<file path="config.mk">
export PLATFORM = sky130hd
export DESIGN_NAME = pcm_preset_counter
export DESIGN_NICKNAME = d
export VERILOG_FILES = /design/src/hw/pcm_pkg.sv /design/src/hw/pcm_sync.sv /design/src/hw/pcm_timer.sv /design/src/hw/pcm_preset_counter.sv
export SDC_FILE = /design/constraint.sdc
export NUM_CORES = 1
export LEC_CHECK = 0
export BUFFER_PORTS_ARGS = -buffer_cell sky130_fd_sc_hd__buf_2
export CAP_MARGIN = 20
export CORE_UTILIZATION = 35
export DETAILED_ROUTE_END_ITERATION = 8
export PLACE_DENSITY_LB_ADDON = 0.15
export SYNTH_ARGS = -nofsm -noshare
export SYNTH_HDL_FRONTEND = slang
export SYNTH_SLANG_ARGS = --single-unit
</file>
<file path="constraint.sdc">
create_clock -name sys_clk -period 6.8 [get_ports sys_clk]
set_clock_uncertainty 0.2 [all_clocks]
set_input_delay 1.36 -clock sys_clk [delete_from_list [all_inputs] [get_ports sys_clk]]
set_output_delay 1.36 -clock sys_clk [all_outputs]
set_load 0.005 [all_outputs]
</file>
<file path="src/hw/pcm_pkg.sv">
// Shared constants and types of the preset counter block
package pcm_pkg;
  localparam int unsigned CNT_W      = 20;
  localparam int unsigned TIME_W     = 14;
  // Register byte offsets
  localparam logic [7:0]  OFF_CTRL   = 8'h00;
  localparam logic [7:0]  OFF_PRE1   = 8'h04;
  localparam logic [7:0]  OFF_PRE2   = 8'h08;
  localparam logic [7:0]  OFF_TIME1  = 8'h0C;
  localparam logic [7:0]  OFF_TIME2  = 8'h10;
  localparam logic [7:0]  OFF_COUNT  = 8'h14;
  localparam logic [7:0]  OFF_STAT   = 8'h18;
  localparam logic [7:0]  OFF_CMD    = 8'h1C;
  // Field positions
  localparam int unsigned CTRL_MODE_LSB = 0;
  localparam int unsigned CTRL_DUAL_BIT = 4;
  localparam int unsigned CTRL_PNL_BIT  = 5;
  localparam int unsigned CMD_RST_BIT   = 0;
  // Reset values
  localparam logic [3:0]        RST_MODE  = 4'h0;
  localparam logic              RST_DUAL  = 1'b1;
  localparam logic              RST_PNL   = 1'b1;
  localparam logic [CNT_W-1:0]  RST_PRE1  = 20'h001F4;
  localparam logic [CNT_W-1:0]  RST_PRE2  = 20'h003E8;
  localparam logic [TIME_W-1:0] RST_TIME  = 14'h000A;
  // On-time limits in hundredths of a second
  localparam logic [TIME_W-1:0] TIME_MIN  = 14'h0001;
  localparam logic [TIME_W-1:0] TIME_MAX  = 14'h270F;
  // Timer tick
  localparam int unsigned TICK_MS     = 10;
  localparam int unsigned CLK_MHZ     = 100;
  localparam int unsigned TICK_CYCLES = TICK_MS * 1000 * CLK_MHZ;

  typedef enum logic [2:0] {
    ST_INIT = 3'b001,
    ST_RUN  = 3'b010,
    ST_HOLD = 3'b100
  } pcm_state_t;
endpackage

</file>
<file path="src/hw/pcm_sync.sv">
// Two-flop synchroniser with rising edge detect
`timescale 1ns/100ps
module pcm_sync (
  input  wire logic sys_clk, // System clock
  input  wire logic reset,   // Synchronous reset
  input  wire logic din,     // Asynchronous pin
  output logic      level,   // Synchronised level
  output logic      rise     // One-cycle rising edge
);
  typedef struct packed {
    logic s1;
    logic s2;
    logic s3;
  } pcm_sync_t;

  pcm_sync_t s_q;
  pcm_sync_t s_d;

  always_comb
  begin
    s_d    = s_q;
    s_d.s1 = din;
    s_d.s2 = s_q.s1;
    s_d.s3 = s_q.s2;
  end

  always_ff @(posedge sys_clk)
  begin
    if (reset)
      s_q <= '0;
    else
      s_q <= s_d;
  end

  assign level = s_q.s2;
  assign rise  = s_q.s2 & ~s_q.s3;
endmodule

</file>
<file path="src/hw/pcm_timer.sv">
// On-time timer for one output, counting 10 ms ticks
`timescale 1ns/100ps
module pcm_timer (
  input  wire logic                      sys_clk,  // System clock
  input  wire logic                      reset,    // Synchronous reset
  input  wire logic                      tick,     // 10 ms tick
  input  wire logic                      start,    // Start or restart
  input  wire logic                      clear,    // Abort
  input  wire logic [pcm_pkg::TIME_W-1:0] time_val, // On-time in hundredths
  output logic                           active,   // Timer running
  output logic                           done      // End pulse
);
  typedef struct packed {
    logic                      act;
    logic                      fin;
    logic [pcm_pkg::TIME_W-1:0] left;
  } pcm_tmr_t;

  pcm_tmr_t s_q;
  pcm_tmr_t s_d;

  always_comb
  begin
    s_d     = s_q;
    s_d.fin = 1'b0;
    if (clear)
    begin
      s_d.act  = 1'b0;
      s_d.left = '0;
    end
    else if (start)
    begin
      s_d.act = 1'b1;
      // Out-of-range settings are clamped into the legal span
      if (time_val < pcm_pkg::TIME_MIN)
        s_d.left = pcm_pkg::TIME_MIN;
      else if (time_val > pcm_pkg::TIME_MAX)
        s_d.left = pcm_pkg::TIME_MAX;
      else
        s_d.left = time_val;
    end
    else if (s_q.act && tick)
    begin
      if (s_q.left == pcm_pkg::TIME_MIN)
      begin
        s_d.act = 1'b0;
        s_d.fin = 1'b1;
      end
      else
        s_d.left = s_q.left - pcm_pkg::TIME_MIN;
    end
  end

  always_ff @(posedge sys_clk)
  begin
    if (reset)
      s_q <= '0;
    else
      s_q <= s_d;
  end

  assign active = s_q.act;
  assign done   = s_q.fin;
endmodule

</file>
<file path="src/hw/pcm_preset_counter.sv">
// Mode-controlled preset counter with APB registers
//
// Local design decisions: the register offsets and register access over APB.
`timescale 1ns/100ps
module pcm_preset_counter #(
  parameter int unsigned TICK_CYCLES = pcm_pkg::TICK_CYCLES // Cycles per 10 ms tick
) (
  input  wire logic        sys_clk,               // 100 MHz clock
  input  wire logic        reset,                 // Synchronous reset
  input  wire logic        psel,                  // APB select
  input  wire logic        penable,               // APB enable
  input  wire logic        pwrite,                // APB direction
  input  wire logic [7:0]  paddr,                 // APB byte address
  input  wire logic [31:0] pwdata,                // APB write data
  output logic      [31:0] prdata,                // APB read data
  output logic             pready,                // APB ready
  output logic             pslverr,               // APB error
  input  wire logic        count_pulse_in,        // Count pulses, rising edge
  input  wire logic        count_direction_input, // High up, low down
  input  wire logic        remote_reset_n,        // Remote reset, low active
  output logic             out1,                  // Output 1
  output logic             out2                   // Output 2
);
  localparam logic [19:0] TICK_LAST = 20'(TICK_CYCLES - 1);

  typedef struct packed {
    pcm_pkg::pcm_state_t             st;
    logic [3:0]                      mode;
    logic                            dual;
    logic                            pnl_en;
    logic [pcm_pkg::CNT_W-1:0]       p1;
    logic [pcm_pkg::CNT_W-1:0]       p2;
    logic [pcm_pkg::TIME_W-1:0]      t1;
    logic [pcm_pkg::TIME_W-1:0]      t2;
    logic [pcm_pkg::CNT_W-1:0]       cnt;
    logic                            lat1;
    logic                            lat2;
    logic                            o1;
    logic                            o2;
    logic [19:0]                     tick_cnt;
    logic                            tick;
    logic                            rdy;
    logic                            err;
    logic [31:0]                     rdat;
  } pcm_regs_t;

  pcm_regs_t                 s_q;
  pcm_regs_t                 s_d;
  logic [2:0]                pin_lvl;
  logic [2:0]                pin_rise;
  logic [1:0]                t_act;
  logic [1:0]                t_done;
  logic [1:0]                t_start;
  logic                      t_clr;
  logic [1:0][pcm_pkg::TIME_W-1:0] t_val;
  logic                      pulse;
  logic                      up;
  logic                      mrst;
  logic                      cmd_rst;
  logic                      wr_en;
  logic                      mode_ok;
  logic                      rtp;
  logic                      tm1;
  logic                      tm2;
  logic                      off1;
  logic                      at_tgt;
  logic                      aft;
  logic                      h1;
  logic                      h2;
  logic                      h_auto;
  logic                      h_done;
  logic                      running;
  logic [pcm_pkg::CNT_W-1:0] start_v;
  logic [pcm_pkg::CNT_W-1:0] step_v;
  logic [pcm_pkg::CNT_W-1:0] nxt;
  logic [pcm_pkg::CNT_W-1:0] tgt1;

  genvar gi;
  generate
    for (gi = 0; gi < 3; gi++)
    begin : g_pin
      pcm_sync u_sync (
        .sys_clk (sys_clk),
        .reset   (reset),
        .din     (gi == 0 ? count_pulse_in : (gi == 1 ? count_direction_input : remote_reset_n)),
        .level   (pin_lvl[gi]),
        .rise    (pin_rise[gi])
      );
    end
    for (gi = 0; gi < 2; gi++)
    begin : g_tmr
      pcm_timer u_tmr (
        .sys_clk  (sys_clk),
        .reset    (reset),
        .tick     (s_q.tick),
        .start    (t_start[gi]),
        .clear    (t_clr),
        .time_val (t_val[gi]),
        .active   (t_act[gi]),
        .done     (t_done[gi])
      );
    end
  endgenerate

  assign t_val = {s_q.t2, s_q.t1};
  assign pulse = pin_rise[0];
  assign up    = pin_lvl[1];
  assign wr_en = psel & penable & s_q.rdy & pwrite;
  assign cmd_rst = wr_en && paddr == pcm_pkg::OFF_CMD && pwdata[pcm_pkg::CMD_RST_BIT] && s_q.pnl_en;
  assign mrst  = ~pin_lvl[2] | cmd_rst;
  assign running = s_q.st != pcm_pkg::ST_INIT;

  // Mode decode; dual codes 8..15 are not built and act as invalid
  always_comb
  begin
    rtp    = 1'b0;
    tm1    = 1'b0;
    tm2    = 1'b0;
    off1   = 1'b0;
    at_tgt = 1'b0;
    aft    = 1'b0;
    if (s_q.dual)
    begin
      mode_ok = ~s_q.mode[3];
      case (s_q.mode[2:0])
        3'h0: ;
        3'h1: begin tm1 = 1'b1; tm2 = 1'b1; end
        3'h2: off1 = 1'b1;
        3'h3: begin off1 = 1'b1; tm2 = 1'b1; end
        3'h4: begin off1 = 1'b1; tm2 = 1'b1; at_tgt = 1'b1; end
        3'h5: begin tm1 = 1'b1; tm2 = 1'b1; at_tgt = 1'b1; end
        3'h6: begin off1 = 1'b1; tm2 = 1'b1; aft = 1'b1; end
        3'h7: begin tm1 = 1'b1; tm2 = 1'b1; aft = 1'b1; end
        default: ;
      endcase
    end
    else
    begin
      mode_ok = s_q.mode[2] ? ~s_q.mode[0] : ~s_q.mode[1];
      rtp     = s_q.mode[3];
      tm1     = s_q.mode[0] | s_q.mode[2];
      at_tgt  = s_q.mode[2] & ~s_q.mode[1];
      aft     = s_q.mode[2] & s_q.mode[1];
    end
  end

  // Hits are judged on the value just counted, so a count moving either way still triggers
  always_comb
  begin
    start_v = rtp ? s_q.p1 : '0;
    tgt1    = (rtp && !s_q.dual) ? '0 : s_q.p1;
    nxt     = up ? s_q.cnt + 20'h00001 : s_q.cnt - 20'h00001;
    step_v  = pulse ? (up ? start_v + 20'h00001 : start_v - 20'h00001) : start_v;
    h1      = pulse && nxt == tgt1;
    h2      = s_q.dual && pulse && nxt == s_q.p2;
    h_auto  = at_tgt && (s_q.dual ? h2 : h1);
    h_done  = s_q.st == pcm_pkg::ST_HOLD && (s_q.dual ? t_done[1] : t_done[0]);
  end

  always_comb
  begin
    s_d      = s_q;
    t_start  = 2'b00;
    t_clr    = 1'b0;
    // Free-running tick keeps timers independent of count activity
    s_d.tick = s_q.tick_cnt == TICK_LAST;
    s_d.tick_cnt = s_d.tick ? 20'h00000 : s_q.tick_cnt + 20'h00001;
    case (s_q.st)
      pcm_pkg::ST_INIT:
      begin
        s_d.cnt  = start_v;
        s_d.lat1 = 1'b0;
        s_d.lat2 = 1'b0;
        s_d.st   = pcm_pkg::ST_RUN;
      end
      pcm_pkg::ST_RUN, pcm_pkg::ST_HOLD:
      begin
        if (mrst)
        begin
          // A pulse in the same cycle is dropped on purpose: reset wins
          s_d.cnt  = start_v;
          s_d.lat1 = 1'b0;
          s_d.lat2 = 1'b0;
          t_clr    = 1'b1;
          s_d.st   = pcm_pkg::ST_RUN;
        end
        else if (!mode_ok)
        begin
          if (pulse)
            s_d.cnt = nxt;
          s_d.lat1 = 1'b0;
          s_d.lat2 = 1'b0;
          t_clr    = 1'b1;
          s_d.st   = pcm_pkg::ST_RUN;
        end
        else
        begin
          if (pulse)
            s_d.cnt = nxt;
          if (h1)
          begin
            if (tm1)
              t_start[0] = 1'b1;
            else
              s_d.lat1 = 1'b1;
          end
          if (h2)
          begin
            if (off1)
              s_d.lat1 = 1'b0;
            if (tm2)
              t_start[1] = 1'b1;
            else
              s_d.lat2 = 1'b1;
          end
          if (h_auto)
            s_d.cnt = start_v;
          if (aft && (s_q.dual ? h2 : h1))
            s_d.st = pcm_pkg::ST_HOLD;
          if (h_done)
          begin
            // The pulse of this cycle lands on top of the reload
            s_d.cnt = step_v;
            s_d.st  = pcm_pkg::ST_RUN;
          end
        end
      end
      default: s_d.st = pcm_pkg::ST_INIT;
    endcase
    s_d.o1 = s_d.lat1 | t_act[0];
    s_d.o2 = s_d.lat2 | t_act[1];

    // APB: decode in setup, answer in the first access cycle
    s_d.rdy  = psel & ~penable;
    s_d.err  = 1'b0;
    s_d.rdat = '0;
    if (psel && !penable)
    begin
      case (paddr)
        pcm_pkg::OFF_CTRL:  s_d.rdat = {26'h0, s_q.pnl_en, s_q.dual, s_q.mode};
        pcm_pkg::OFF_PRE1:  s_d.rdat = {12'h000, s_q.p1};
        pcm_pkg::OFF_PRE2:  s_d.rdat = {12'h000, s_q.p2};
        pcm_pkg::OFF_TIME1: s_d.rdat = {18'h0, s_q.t1};
        pcm_pkg::OFF_TIME2: s_d.rdat = {18'h0, s_q.t2};
        pcm_pkg::OFF_COUNT: s_d.rdat = {12'h000, s_q.cnt};
        pcm_pkg::OFF_STAT:  s_d.rdat = {26'h0, s_q.st == pcm_pkg::ST_HOLD, up, t_act, s_q.o2, s_q.o1};
        pcm_pkg::OFF_CMD:   s_d.rdat = '0;
        default:            s_d.err  = 1'b1;
      endcase
    end
    if (wr_en)
    begin
      case (paddr)
        pcm_pkg::OFF_CTRL:
        begin
          s_d.mode   = pwdata[pcm_pkg::CTRL_MODE_LSB +: 4];
          s_d.dual   = pwdata[pcm_pkg::CTRL_DUAL_BIT];
          s_d.pnl_en = pwdata[pcm_pkg::CTRL_PNL_BIT];
        end
        pcm_pkg::OFF_PRE1:  s_d.p1 = pwdata[pcm_pkg::CNT_W-1:0];
        pcm_pkg::OFF_PRE2:  s_d.p2 = pwdata[pcm_pkg::CNT_W-1:0];
        pcm_pkg::OFF_TIME1: s_d.t1 = pwdata[pcm_pkg::TIME_W-1:0];
        pcm_pkg::OFF_TIME2: s_d.t2 = pwdata[pcm_pkg::TIME_W-1:0];
        default: ;
      endcase
    end
  end

  always_ff @(posedge sys_clk)
  begin
    if (reset)
    begin
      s_q        <= '0;
      s_q.st     <= pcm_pkg::ST_INIT;
      s_q.mode   <= pcm_pkg::RST_MODE;
      s_q.dual   <= pcm_pkg::RST_DUAL;
      s_q.pnl_en <= pcm_pkg::RST_PNL;
      s_q.p1     <= pcm_pkg::RST_PRE1;
      s_q.p2     <= pcm_pkg::RST_PRE2;
      s_q.t1     <= pcm_pkg::RST_TIME;
      s_q.t2     <= pcm_pkg::RST_TIME;
    end
    else
      s_q <= s_d;
  end

  assign prdata  = s_q.rdat;
  assign pready  = s_q.rdy;
  assign pslverr = s_q.err;
  assign out1    = s_q.o1;
  assign out2    = s_q.o2;
endmodule

</file>
Yosys cells after proc, flatten, opt, wreduce, memory -nomap -nowiden:

Index checks and enable logic that the tools add are counted.

* flip-flop bits (word level): 195

* add/subtract/negate cells: 7
* magnitude comparators: 4
* equal/unequal tests: 25
* multiplexer cells: 62
* bitwise gates (word level): 20
* reductions and logical operators: 42

Operator list (count)
* 20-bit 2-to-1 mux: 8
* 20-bit one-hot mux with 7 select lines: 1
* 14-bit 2-to-1 mux: 8
* 20-bit by 1-bit adder with 20-bit output, second input constant: 3
* 22-bit 2-to-1 mux: 2
* 22-bit one-hot mux with 2 select lines: 1
* 20-bit equality test: 2
* 20-bit by 1-bit subtractor with 20-bit output, second input constant: 2
* 8-bit by 5-bit equality test with 1-bit output, second input constant: 4
* 16-bit 2-to-1 mux: 2
* 1-bit 2-to-1 mux: 29
* 14-bit by 1-bit equality test with 1-bit output, second input constant: 2
* 14-bit > comparator, second input constant: 2
* 14-bit by 1-bit < comparator with 1-bit output, second input constant: 2
* 14-bit by 1-bit subtractor with 14-bit output, second input constant: 2
* 20-bit equality test, second input constant: 1
* 2-bit AND reduction: 9
* 8-bit by 4-bit equality test with 1-bit output, second input constant: 2
* 3-bit equality test, second input constant: 5
* 1-bit logical AND: 13
* 2-bit 2-to-1 mux: 6
* 3-bit 2-to-1 mux: 4
* 2-bit OR reduction: 6
* 4-bit OR reduction: 3
* 15 further kinds: 41

Longest topological paths before layout:

Gate-level depths: netlist of the first run.

* word-level depth: 13
* mapped depth: 19

Cells and area by module:

From an unflattened synthesis of the first run, not the netlist that was laid out.

* cell total of the unflattened synthesis: 1724
* area total of the unflattened synthesis: 13228.9 µm²

Modules (own cells, without submodules)
* pcm_preset_counter: instances 1, cells each 1435, area each 10731.5 µm², seq. area each 2882.8 µm²
* pcm_timer: instances 2, cells each 134, area each 1117.3 µm², seq. area each 320.3 µm²
* pcm_sync: instances 3, cells each 7, area each 87.6 µm², seq. area each 60.1 µm²

Least setup slack after synthesis of the first run:

No wires, ideal clock.

* path kind: reg-to-reg
* start: reg g_pin[1].u_sync.s_q, in the netlist g_pin[1].u_sync.level
* end: reg s_q[76] (netlist name)
* data arrival time: 4506 ps
* path slack: 1957 ps
* cell stages (with the launch flop): 18
* cells stage by stage: dfxtp_1 -> clkbuf_1 -> inv_1 -> ha_1 -> buf_2 -> a21o_1 -> o31ai_1 -> o31ai_1 -> nor3_2 -> xnor2_1 -> o21ai_0 -> or3b_2 -> nor4_1 -> a32oi_1 -> buf_6 -> and2_1 -> a221oi_1 -> a211oi_1

* longest elaborated chain between the ends: 10

Ends and longest elaborated chain
* start: declaration: RTL line pcm_sync.sv:16 `pcm_sync_t s_q;`
* start signal: assignment: RTL line pcm_sync.sv:30 `s_q <= '0;`
* start signal: assignment: RTL line pcm_sync.sv:32 `s_q <= s_d;`
* 20-bit 2-to-1 mux: RTL line pcm_preset_counter.sv:152 `nxt = up ? s_q.cnt + 20'h00001 : s_q.cnt - 20'h00001;`
* 20-bit equality test, on equally long branches: RTL line pcm_preset_counter.sv:154, pcm_preset_counter.sv:155
* 1-bit logical AND, on equally long branches: RTL line pcm_preset_counter.sv:154, pcm_preset_counter.sv:155
* 1-bit 2-to-1 mux: RTL line pcm_preset_counter.sv:156 `h_auto = at_tgt && (s_q.dual ? h2 : h1);`
* 1-bit logical AND: RTL line pcm_preset_counter.sv:156
* 20-bit 2-to-1 mux: RTL line pcm_preset_counter.sv:216 `if (h_auto)`
* 20-bit 2-to-1 mux: RTL line pcm_preset_counter.sv:220 `if (h_done)`
* 22-bit 2-to-1 mux *: RTL line pcm_preset_counter.sv:187 `else if (!mode_ok)`
* 22-bit 2-to-1 mux *: RTL line pcm_preset_counter.sv:178 `if (mrst)`
* 22-bit one-hot mux with 2 select lines *: RTL line pcm_preset_counter.sv:168 `case (s_q.st)`
* end: declaration: RTL line pcm_preset_counter.sv:47 `pcm_regs_t s_q;`

Mark *: on every way between the ends. The rest lies on a longest branch, timed or not.
A chain may end at the register's enable or synchronous reset.

Worst setup path after layout of the first run:

* start: reg g_pin[1].u_sync.s_q, in the netlist g_pin[1].u_sync.level
* end: reg s_q[78] (netlist name)

Same word-level chain as after synthesis.

==> impl_metrics.py, run 1 <==
metrics = {
    "flow_run": {
        "max_cap_viol_count": 0,
    },
    "synth": {
        "synth_top_area_share_pct": 29.1,
        "synth_top_cells_by_area": "dfxtp_1, nand2_1, a21oi_1, nor2_1, ha_1",
        "ys_seq_area_share_pct": 29.1,
        "synthCells": 1658,
        "ys_types": 95,
        "postSynthAreaPerCell_um2": 7.61,
        "synth_edf_count": 0,
        "ys_ff_latch": 183,
        "yosys_warnings": 0,
        "synth.largest_area_cell": "dfxtp_1",
        "ys.flop_type": "dfxtp_1",
        "async_reset_ff_share_pct": 0,
        "synth_area_um2": 12600,
    },
    "floorplan": {
        "num_rows": 69,
        "core_um2": 35500,
        "ios": 84,
        "fp.dieW_um": 192,
        "die_h_um": 192,
        "start_util_pct": 35.5,
        "dieArea_um2": 36800,
    },
    "cells_and_area": {
        "n_fill_cell": 3688,
        "multiInputGateArea_um2": 8260,
        "diodes": 0,
        "fin_cells": 2130,
        "regArea_um2": 3660,
        "fin_nets": 1748,
        "drive_above_1_share_pct": 10.0,
        "final_util_pct": 39.0,
        "syn_to_final_growth_pct": 9.78,
    },
    "timing": {
        "hold_viol": 0,
        "worst_slack_ns": 1.29,
        "setup_viol_count_final": 0,
        "fin_setup_tns_ns": 0,
        "slew_headroom_pct": 32.1,
        "worst_pin_slew_ns": 1.02,
        "maxSlewViolCount": 0,
        "rsz0062_at_grt": "false",
        "fmax_mhz": 182,
        "period_minus_slack_ns": 5.51,
        "fin_crit_sh_pct": 81.0,
    },
    "drt": {
        "dr.first_iter.drc_count": 1278,
        "drc_errors": 0,
        "routedWlPerCell_um": 21.4,
        "routed_via_density": 5.86,
        "first_pass_iters": 6,
        "ant_nets": 0,
        "via_count": 12500,
        "drt-total-wl_um": 45600,
    },
    "pwr": {
        "seqPwrFrac_pct": 43.5,
        "netSwitchingFraction_pct": 27.1,
        "p_comb_share_pct": 11.9,
        "p_leak_nw": 5.29,
        "total_power_mw": 2.50,
        "power.density_nw_per_um2": 181,
        "p_int_mw": 1.82,
        "p_clk_share_pct": 44.6,
        "p_switching_mw": 0.679,
        "vdd_drop_max_v": 0.000203,
    },
    "clocking": {
        "postCtsHoldBufs": 0,
        "cts_buffers": 17,
        "clkTransAtPathRegs_ns": 0.07,
        "clock_latency_ns": 0.46,
        "htree_levels": 4,
        "postCtsSetupRepairBufs": 0,
        "cts_root_buf": "clkbuf_16",
        "cts_resized": 0,
        "cts_tree": "built",
        "cts.sinks": 183,
        "cts_buffer_depth": 2,
    },
    "global_routing": {
        "grt_pass1_vias": 11500,
        "grt_first_pass_wirelength_um": 69900,
        "grt_use_total_pct": 25.0,
        "antenna_found_initial": 0,
        "grt_overflow": 0,
        "grt_max_degree": 88,
    },
    "worst_setup_path": {
        "critPathMostFrequentCell": "buf_4",
        "critPathSlowestCell": "nor4b_1",
        "critPathTopFamily": "simple AND/OR/NAND/NOR gates",
        "cp-start-kind": "flop",
        "crit_required_ns": 6.94,
        "reg2reg_from": "g_pin[1].u_sync.level",
        "cp-end-kind": "flop",
        "crit_fanout": 19,
        "path_cells": "inv_1, ha_1, or2_2, a21oi_1, nor3_1, nor4b_1, nand3_1, a2111oi_0, nand4b_1, nor4_1, buf_4, a32oi_2, buf_4, a2111oi_2, o31a_1, a21boi_1",
        "path_class": "flop to flop",
        "arrival_ns": 5.65,
        "slowest_delay_ns": 0.68,
        "startpoint": "g_pin[1].u_sync.level",
        "critPathBufInv": 3,
    },
    "placement": {
        "dp_cells": 2097,
        "gp_congestion": 0.962,
        "place_ws_ns": 1.45,
        "port_buffers": 59,
        "hpwl_um": 34300,
    },
    "hold_path": {
        "hold_start": "g_pin[0].u_sync.s_d[1]",
        "hp-class": "flop to flop",
    },
    "status": {
        "run_status": "complete, no violations",
    },
}
-- kinds of logic after synthesis --
logic type                 Yosys count  synth area share [%]
AOI/OAI and AO/OA                  448                  24.2
DFF                                183                  29.1
other                                1                0.0297
and+or+nand+nor                    708                  27.1
muxes                               17                  1.38
xor gates and xnor gates            97                  7.84
buffers and inverters              161                  6.00
adders and majority gates           43                  4.39
-- state kept, by name, summed over array words and instances, names as in the netlist --
| name | count |
|---|---|
| g_pin.u_sync.level | 3 |
| g_pin.u_sync.s_d | 3 |
| g_pin.u_sync.s_q | 1 |
| g_tmr.u_tmr.active | 2 |
| g_tmr.u_tmr.done | 2 |
| g_tmr.u_tmr.s_q | 28 |
| out1 | 1 |
| out2 | 1 |
| prdata | 20 |
| pready | 1 |
| pslverr | 1 |
| s_q | 120 |
-- metrics by stage --
stage               hold slack (ns)  cell area, um^2
finish                        0.236            13800
floorplan                     0.214            12700
global placement              0.215            13200
detailed placement            0.224            13200
CTS                           0.241            13800
global route                  0.265            13800
-- cell usage in the layout (no fill, tap or decap), drive strengths merged, types with 15 or more instances in the layout --
master | Yosys | routed
nand2 | 250 | 250
dfxtp | 183 | 183
nor2 | 167 | 167
a21oi | 140 | 140
buf | 48 | 92
o21ai | 71 | 71
nand3 | 56 | 56
xnor2 | 45 | 45
nor3 | 43 | 43
xor2 | 42 | 42
inv | 38 | 42
ha | 41 | 41
a222oi | 28 | 28
nand3b | 27 | 27
a211oi | 26 | 26
a22oi | 23 | 23
nor4 | 23 | 23
nand2b | 22 | 22
a31oi | 20 | 20
clkbuf | 75 | 19
nor2b | 18 | 18
and2 | 16 | 16
a21o | 15 | 15
-- area by class of cell --
class,count,share of cell area [%]
Sequential cell,183,26.5
Inverter,38,1.03
Tap cell,461,4.17
Multi-Input combinational cell,1325,59.7
Clock inverter,12,1.38
Timing Repair Buffer,92,3.99
Clock buffer,19,3.27
-- path summary, 6_finish.rpt --
kind	to	slack [ns]	cells after the start
worst max-delay path	s_q[78]	1.29	16
worst max register to register	s_q[78]	1.29	16
worst min-delay path	g_pin[0].u_sync.level	0.24	1
worst min register to register	g_pin[0].u_sync.level	0.24	1
-- power by group through the flow --
stage / Clock (mW) / Combinational [mW] / Sequential (mW)
CTS: 1.14 / 0.293 / 1.09
finish: 1.12 / 0.298 / 1.09
floorplan: 0 / 0.204 / 1.11
global route: 1.18 / 0.322 / 1.09
detailed placement: 0 / 0.292 / 1.11
global placement: 0 / 0.290 / 1.11
-- synth_stat cells (15+ instances only) --
cell type    n
a211oi_1    24
nor3_1      42
dfxtp_1    183
a222oi_1    28
buf_4       33
clkbuf_1    75
nor2_1     166
a21o_1      15
nand2_1    250
a31oi_1     20
a21oi_1    138
o21ai_0     66
a22oi_1     23
nand2b_1    22
inv_1       38
nor4_1      21
ha_1        41
nor2b_1     18
xor2_1      42
xnor2_1     45
nand3_1     56
and2_1      15
nand3b_1    27
-- metal layers --
layer	vias to the layer above	GRT usage [%]	share of wire [%]
met5	-	0	0
met4	0	6.68	1.9
met3	52	4.39	8.0
met2	543	38.2	44
met1	5918	35.7	47
li1	5974	-	-
Power figures use the tool's default switching activity.
==> run 2, diff against run 1 <==
ABC_AREA = 1   (was not set)
clock period = 5.1 ns   (was 6.8 ns; I/O delays follow)
==> run 2 against run 1 <==
- die area grew 2.9%
- via count grew 10%
- first-iteration DRC count shrank 20%
- sequential share of layout area shrank 0.70 points
==> impl_metrics.py, run 2 <==
metrics = {
    "status": {
        "run_status": "complete, no violations",
    },
    "cells_and_area": {
        "fin_cells": 2638,
        "final_cell_mix": "nand2_1, inv_1, nor2_1, a21oi_1, dfxtp_1",
        "stdcell_area_um2": 14200,
        "syn_to_final_growth_pct": 9.59,
        "regArea_um2": 3660,
        "regMostFlops": "s_q",
        "multiInputGateArea_um2": 7690,
        "largest_reg_flops": 120,
        "final_common_cell": "nand2_1",
        "final_util_pct": 38.9,
        "diodes": 0,
        "drive_above_1_share_pct": 7.93,
        "fin_nets": 2248,
        "n_fill_cell": 4050,
    },
    "clocking": {
        "postCtsSetupRepairBufs": 0,
        "postCtsHoldBufs": 0,
        "cts_root_buf": "clkbuf_16",
        "cts_buffer_depth": 2,
        "htree_levels": 4,
        "cts_resized": 0,
        "clkTransAtPathRegs_ns": 0.07,
        "cts_tree": "built",
        "clock_latency_ns": 0.46,
        "cts_buffers": 17,
        "cts.sinks": 183,
    },
    "worst_setup_path": {
        "cp-end-kind": "flop",
        "arrival_ns": 4.49,
        "r2r_slack_ns": 0.82,
        "path_class": "flop to flop",
        "crit_fanout": 19,
        "reg2reg_depth": 23,
        "critPathMostFrequentCell": "nand2_1",
        "reg2reg_from": "g_pin[1].u_sync.level",
        "critPathTopFamily": "simple AND/OR/NAND/NOR gates",
        "r2r_end": "g_tmr[0].u_tmr.s_q[3]",
        "critPathSlowestCell": "ha_1",
        "path_cells": "inv_1, buf_4, ha_1, nand2_1, nor2_1, inv_1, nor2_1, nand2_1, nand2_1, nand2_1, nand2_1, nor2_1, nor2_1, nand2_1, nor2_1, nand3_1, nor2_4, inv_2, nor2_2, o21ai_0, o211ai_1, nand2_1, inv_1",
        "crit_required_ns": 5.31,
        "critPathBufInv": 5,
        "cp-start-kind": "flop",
        "slowest_delay_ns": 0.43,
    },
    "synth": {
        "yosys_warnings": 0,
        "synth_commonest_cells": "nand2_1, inv_1, nor2_1",
        "synth.largest_area_cell": "dfxtp_1",
        "ys_seq_area_share_pct": 28.2,
        "synth_top_cells_by_area": "dfxtp_1, nand2_1, inv_1, a21oi_1, nor2_1",
        "ys.flop_type": "dfxtp_1",
        "synth_top_area_share_pct": 28.2,
        "async_reset_ff_share_pct": 0,
        "ys_ff_latch": 183,
        "postSynthAreaPerCell_um2": 6.10,
        "ys_types": 51,
        "synth_edf_count": 0,
        "synth_most_common_cell": "nand2_1",
        "synth_area_um2": 13000,
        "synthCells": 2128,
    },
    "global_routing": {
        "antenna_found_initial": 0,
        "grt_max_degree": 78,
        "grt_use_total_pct": 23.9,
        "grt_first_pass_wirelength_um": 70800,
        "grt_overflow": 0,
        "grt_pass1_vias": 12800,
    },
    "drt": {
        "drt-total-wl_um": 44900,
        "routedWlPerCell_um": 17.0,
        "drc_errors": 0,
        "ant_nets": 0,
        "first_pass_iters": 6,
        "dr.first_iter.drc_count": 1017,
        "via_count": 13700,
        "routed_via_density": 5.21,
    },
    "floorplan": {
        "num_rows": 70,
        "dieArea_um2": 37800,
        "ios": 84,
        "start_util_pct": 35.5,
        "core_um2": 36500,
        "die_h_um": 195,
        "fp.dieW_um": 195,
    },
    "timing": {
        "worst_pin_slew_ns": 0.910,
        "setup_viol_count_final": 0,
        "period_minus_slack_ns": 4.28,
        "slew_headroom_pct": 39.2,
        "worst_slack_ns": 0.823,
        "hold_viol": 0,
        "maxSlewViolCount": 0,
        "fin_setup_tns_ns": 0,
        "rsz0062_at_grt": "false",
        "fmax_mhz": 234,
        "fin_crit_sh_pct": 83.9,
        "whs_ns": 0.204,
    },
    "hold_path": {
        "min_path_cells": 2,
        "min_to": "g_pin[0].u_sync.level",
        "hp-class": "flop to flop",
        "hold_start": "g_pin[0].u_sync.s_d[1]",
    },
    "pwr": {
        "vdd_drop_max_v": 0.000236,
        "total_power_mw": 3.09,
        "power.density_nw_per_um2": 217,
        "p_leak_nw": 6.51,
    },
    "placement": {
        "hpwl_um": 35100,
        "port_buffers": 59,
        "dp_cells": 2606,
        "dpl_cell_area_um2": 13700,
        "place_ws_ns": 0.922,
        "gp_congestion": 0.946,
    },
    "flow_run": {
        "max_cap_viol_count": 0,
    },
}
## run 2: power by group
group	total (mW)	switching, mW	internal (mW)
registers	1.44	0.00563	1.44
clock network	1.29	0.634	0.659
logic	0.356	0.258	0.0984
## run 2: cell families after synthesis
group / count (synthesis) / share of synthesized area (%)
adders and majority gates: 43 / 4.26
xor gates and xnor gates: 35 / 2.36
AOI/OAI and AO/OA: 453 / 19.3
and+or+nand+nor: 1008 / 33.0
other: 1 / 0.0289
buffers and inverters: 405 / 12.8
DFF: 183 / 28.2
## run 2: worst reg2reg max path, stage by stage (launching register included)
cell and delay (ns):
dfxtp_1 0.36, inv_1 0.08, buf_4 0.21, ha_1 0.44, nand2_1 0.16, nor2_1 0.17, inv_1 0.09, nor2_1 0.10
nand2_1 0.12, nand2_1 0.11, nand2_1 0.07, nand2_1 0.20, nor2_1 0.08, nor2_1 0.13, nand2_1 0.06, nor2_1 0.15
nand3_1 0.30, nor2_4 0.33, inv_2 0.21, nor2_2 0.23, o21ai_0 0.17, o211ai_1 0.13, nand2_1 0.07, inv_1 0.05
## run 2: worst max-delay path by stage
| stage | from | end | slack [ns] | cells past startpoint |
|---|---|---|---|---|
| finish | g_pin[1].u_sync.level | g_tmr[0].u_tmr.s_q[3] | 0.82 | 23 |
| global route | s_q[59] | s_q[74] | 0.41 | 22 |
| CTS | g_pin[1].u_sync.level | g_tmr[0].u_tmr.s_q[3] | 0.88 | 23 |
| detailed placement | s_q[59] | s_q[70] | 0.92 | 24 |
| global placement | s_q[59] | s_q[70] | 0.92 | 22 |
| floorplan | g_pin[1].u_sync.level | s_q[77] | 1.38 | 24 |
## run 2: metal layers
layer  up-vias  global-route usage (%)  share of wire (%)  wire [um]
li1       6966                       -                  -          -
met1      6353                    32.1                 47      21100
met2       372                    39.2                 46      20500
met3        58                    3.40                4.8       2170
met4         0                    7.94                2.6       1150
met5         -                       0                  0          0
## run 2: final cells by class
class	count	area share, %
Inverter	309	8.16
Tap cell	468	4.12
Sequential cell	183	25.8
Clock buffer	21	3.24
Timing Repair Buffer	95	3.98
Multi-Input combinational cell	1551	54.1
Clock inverter	11	0.625
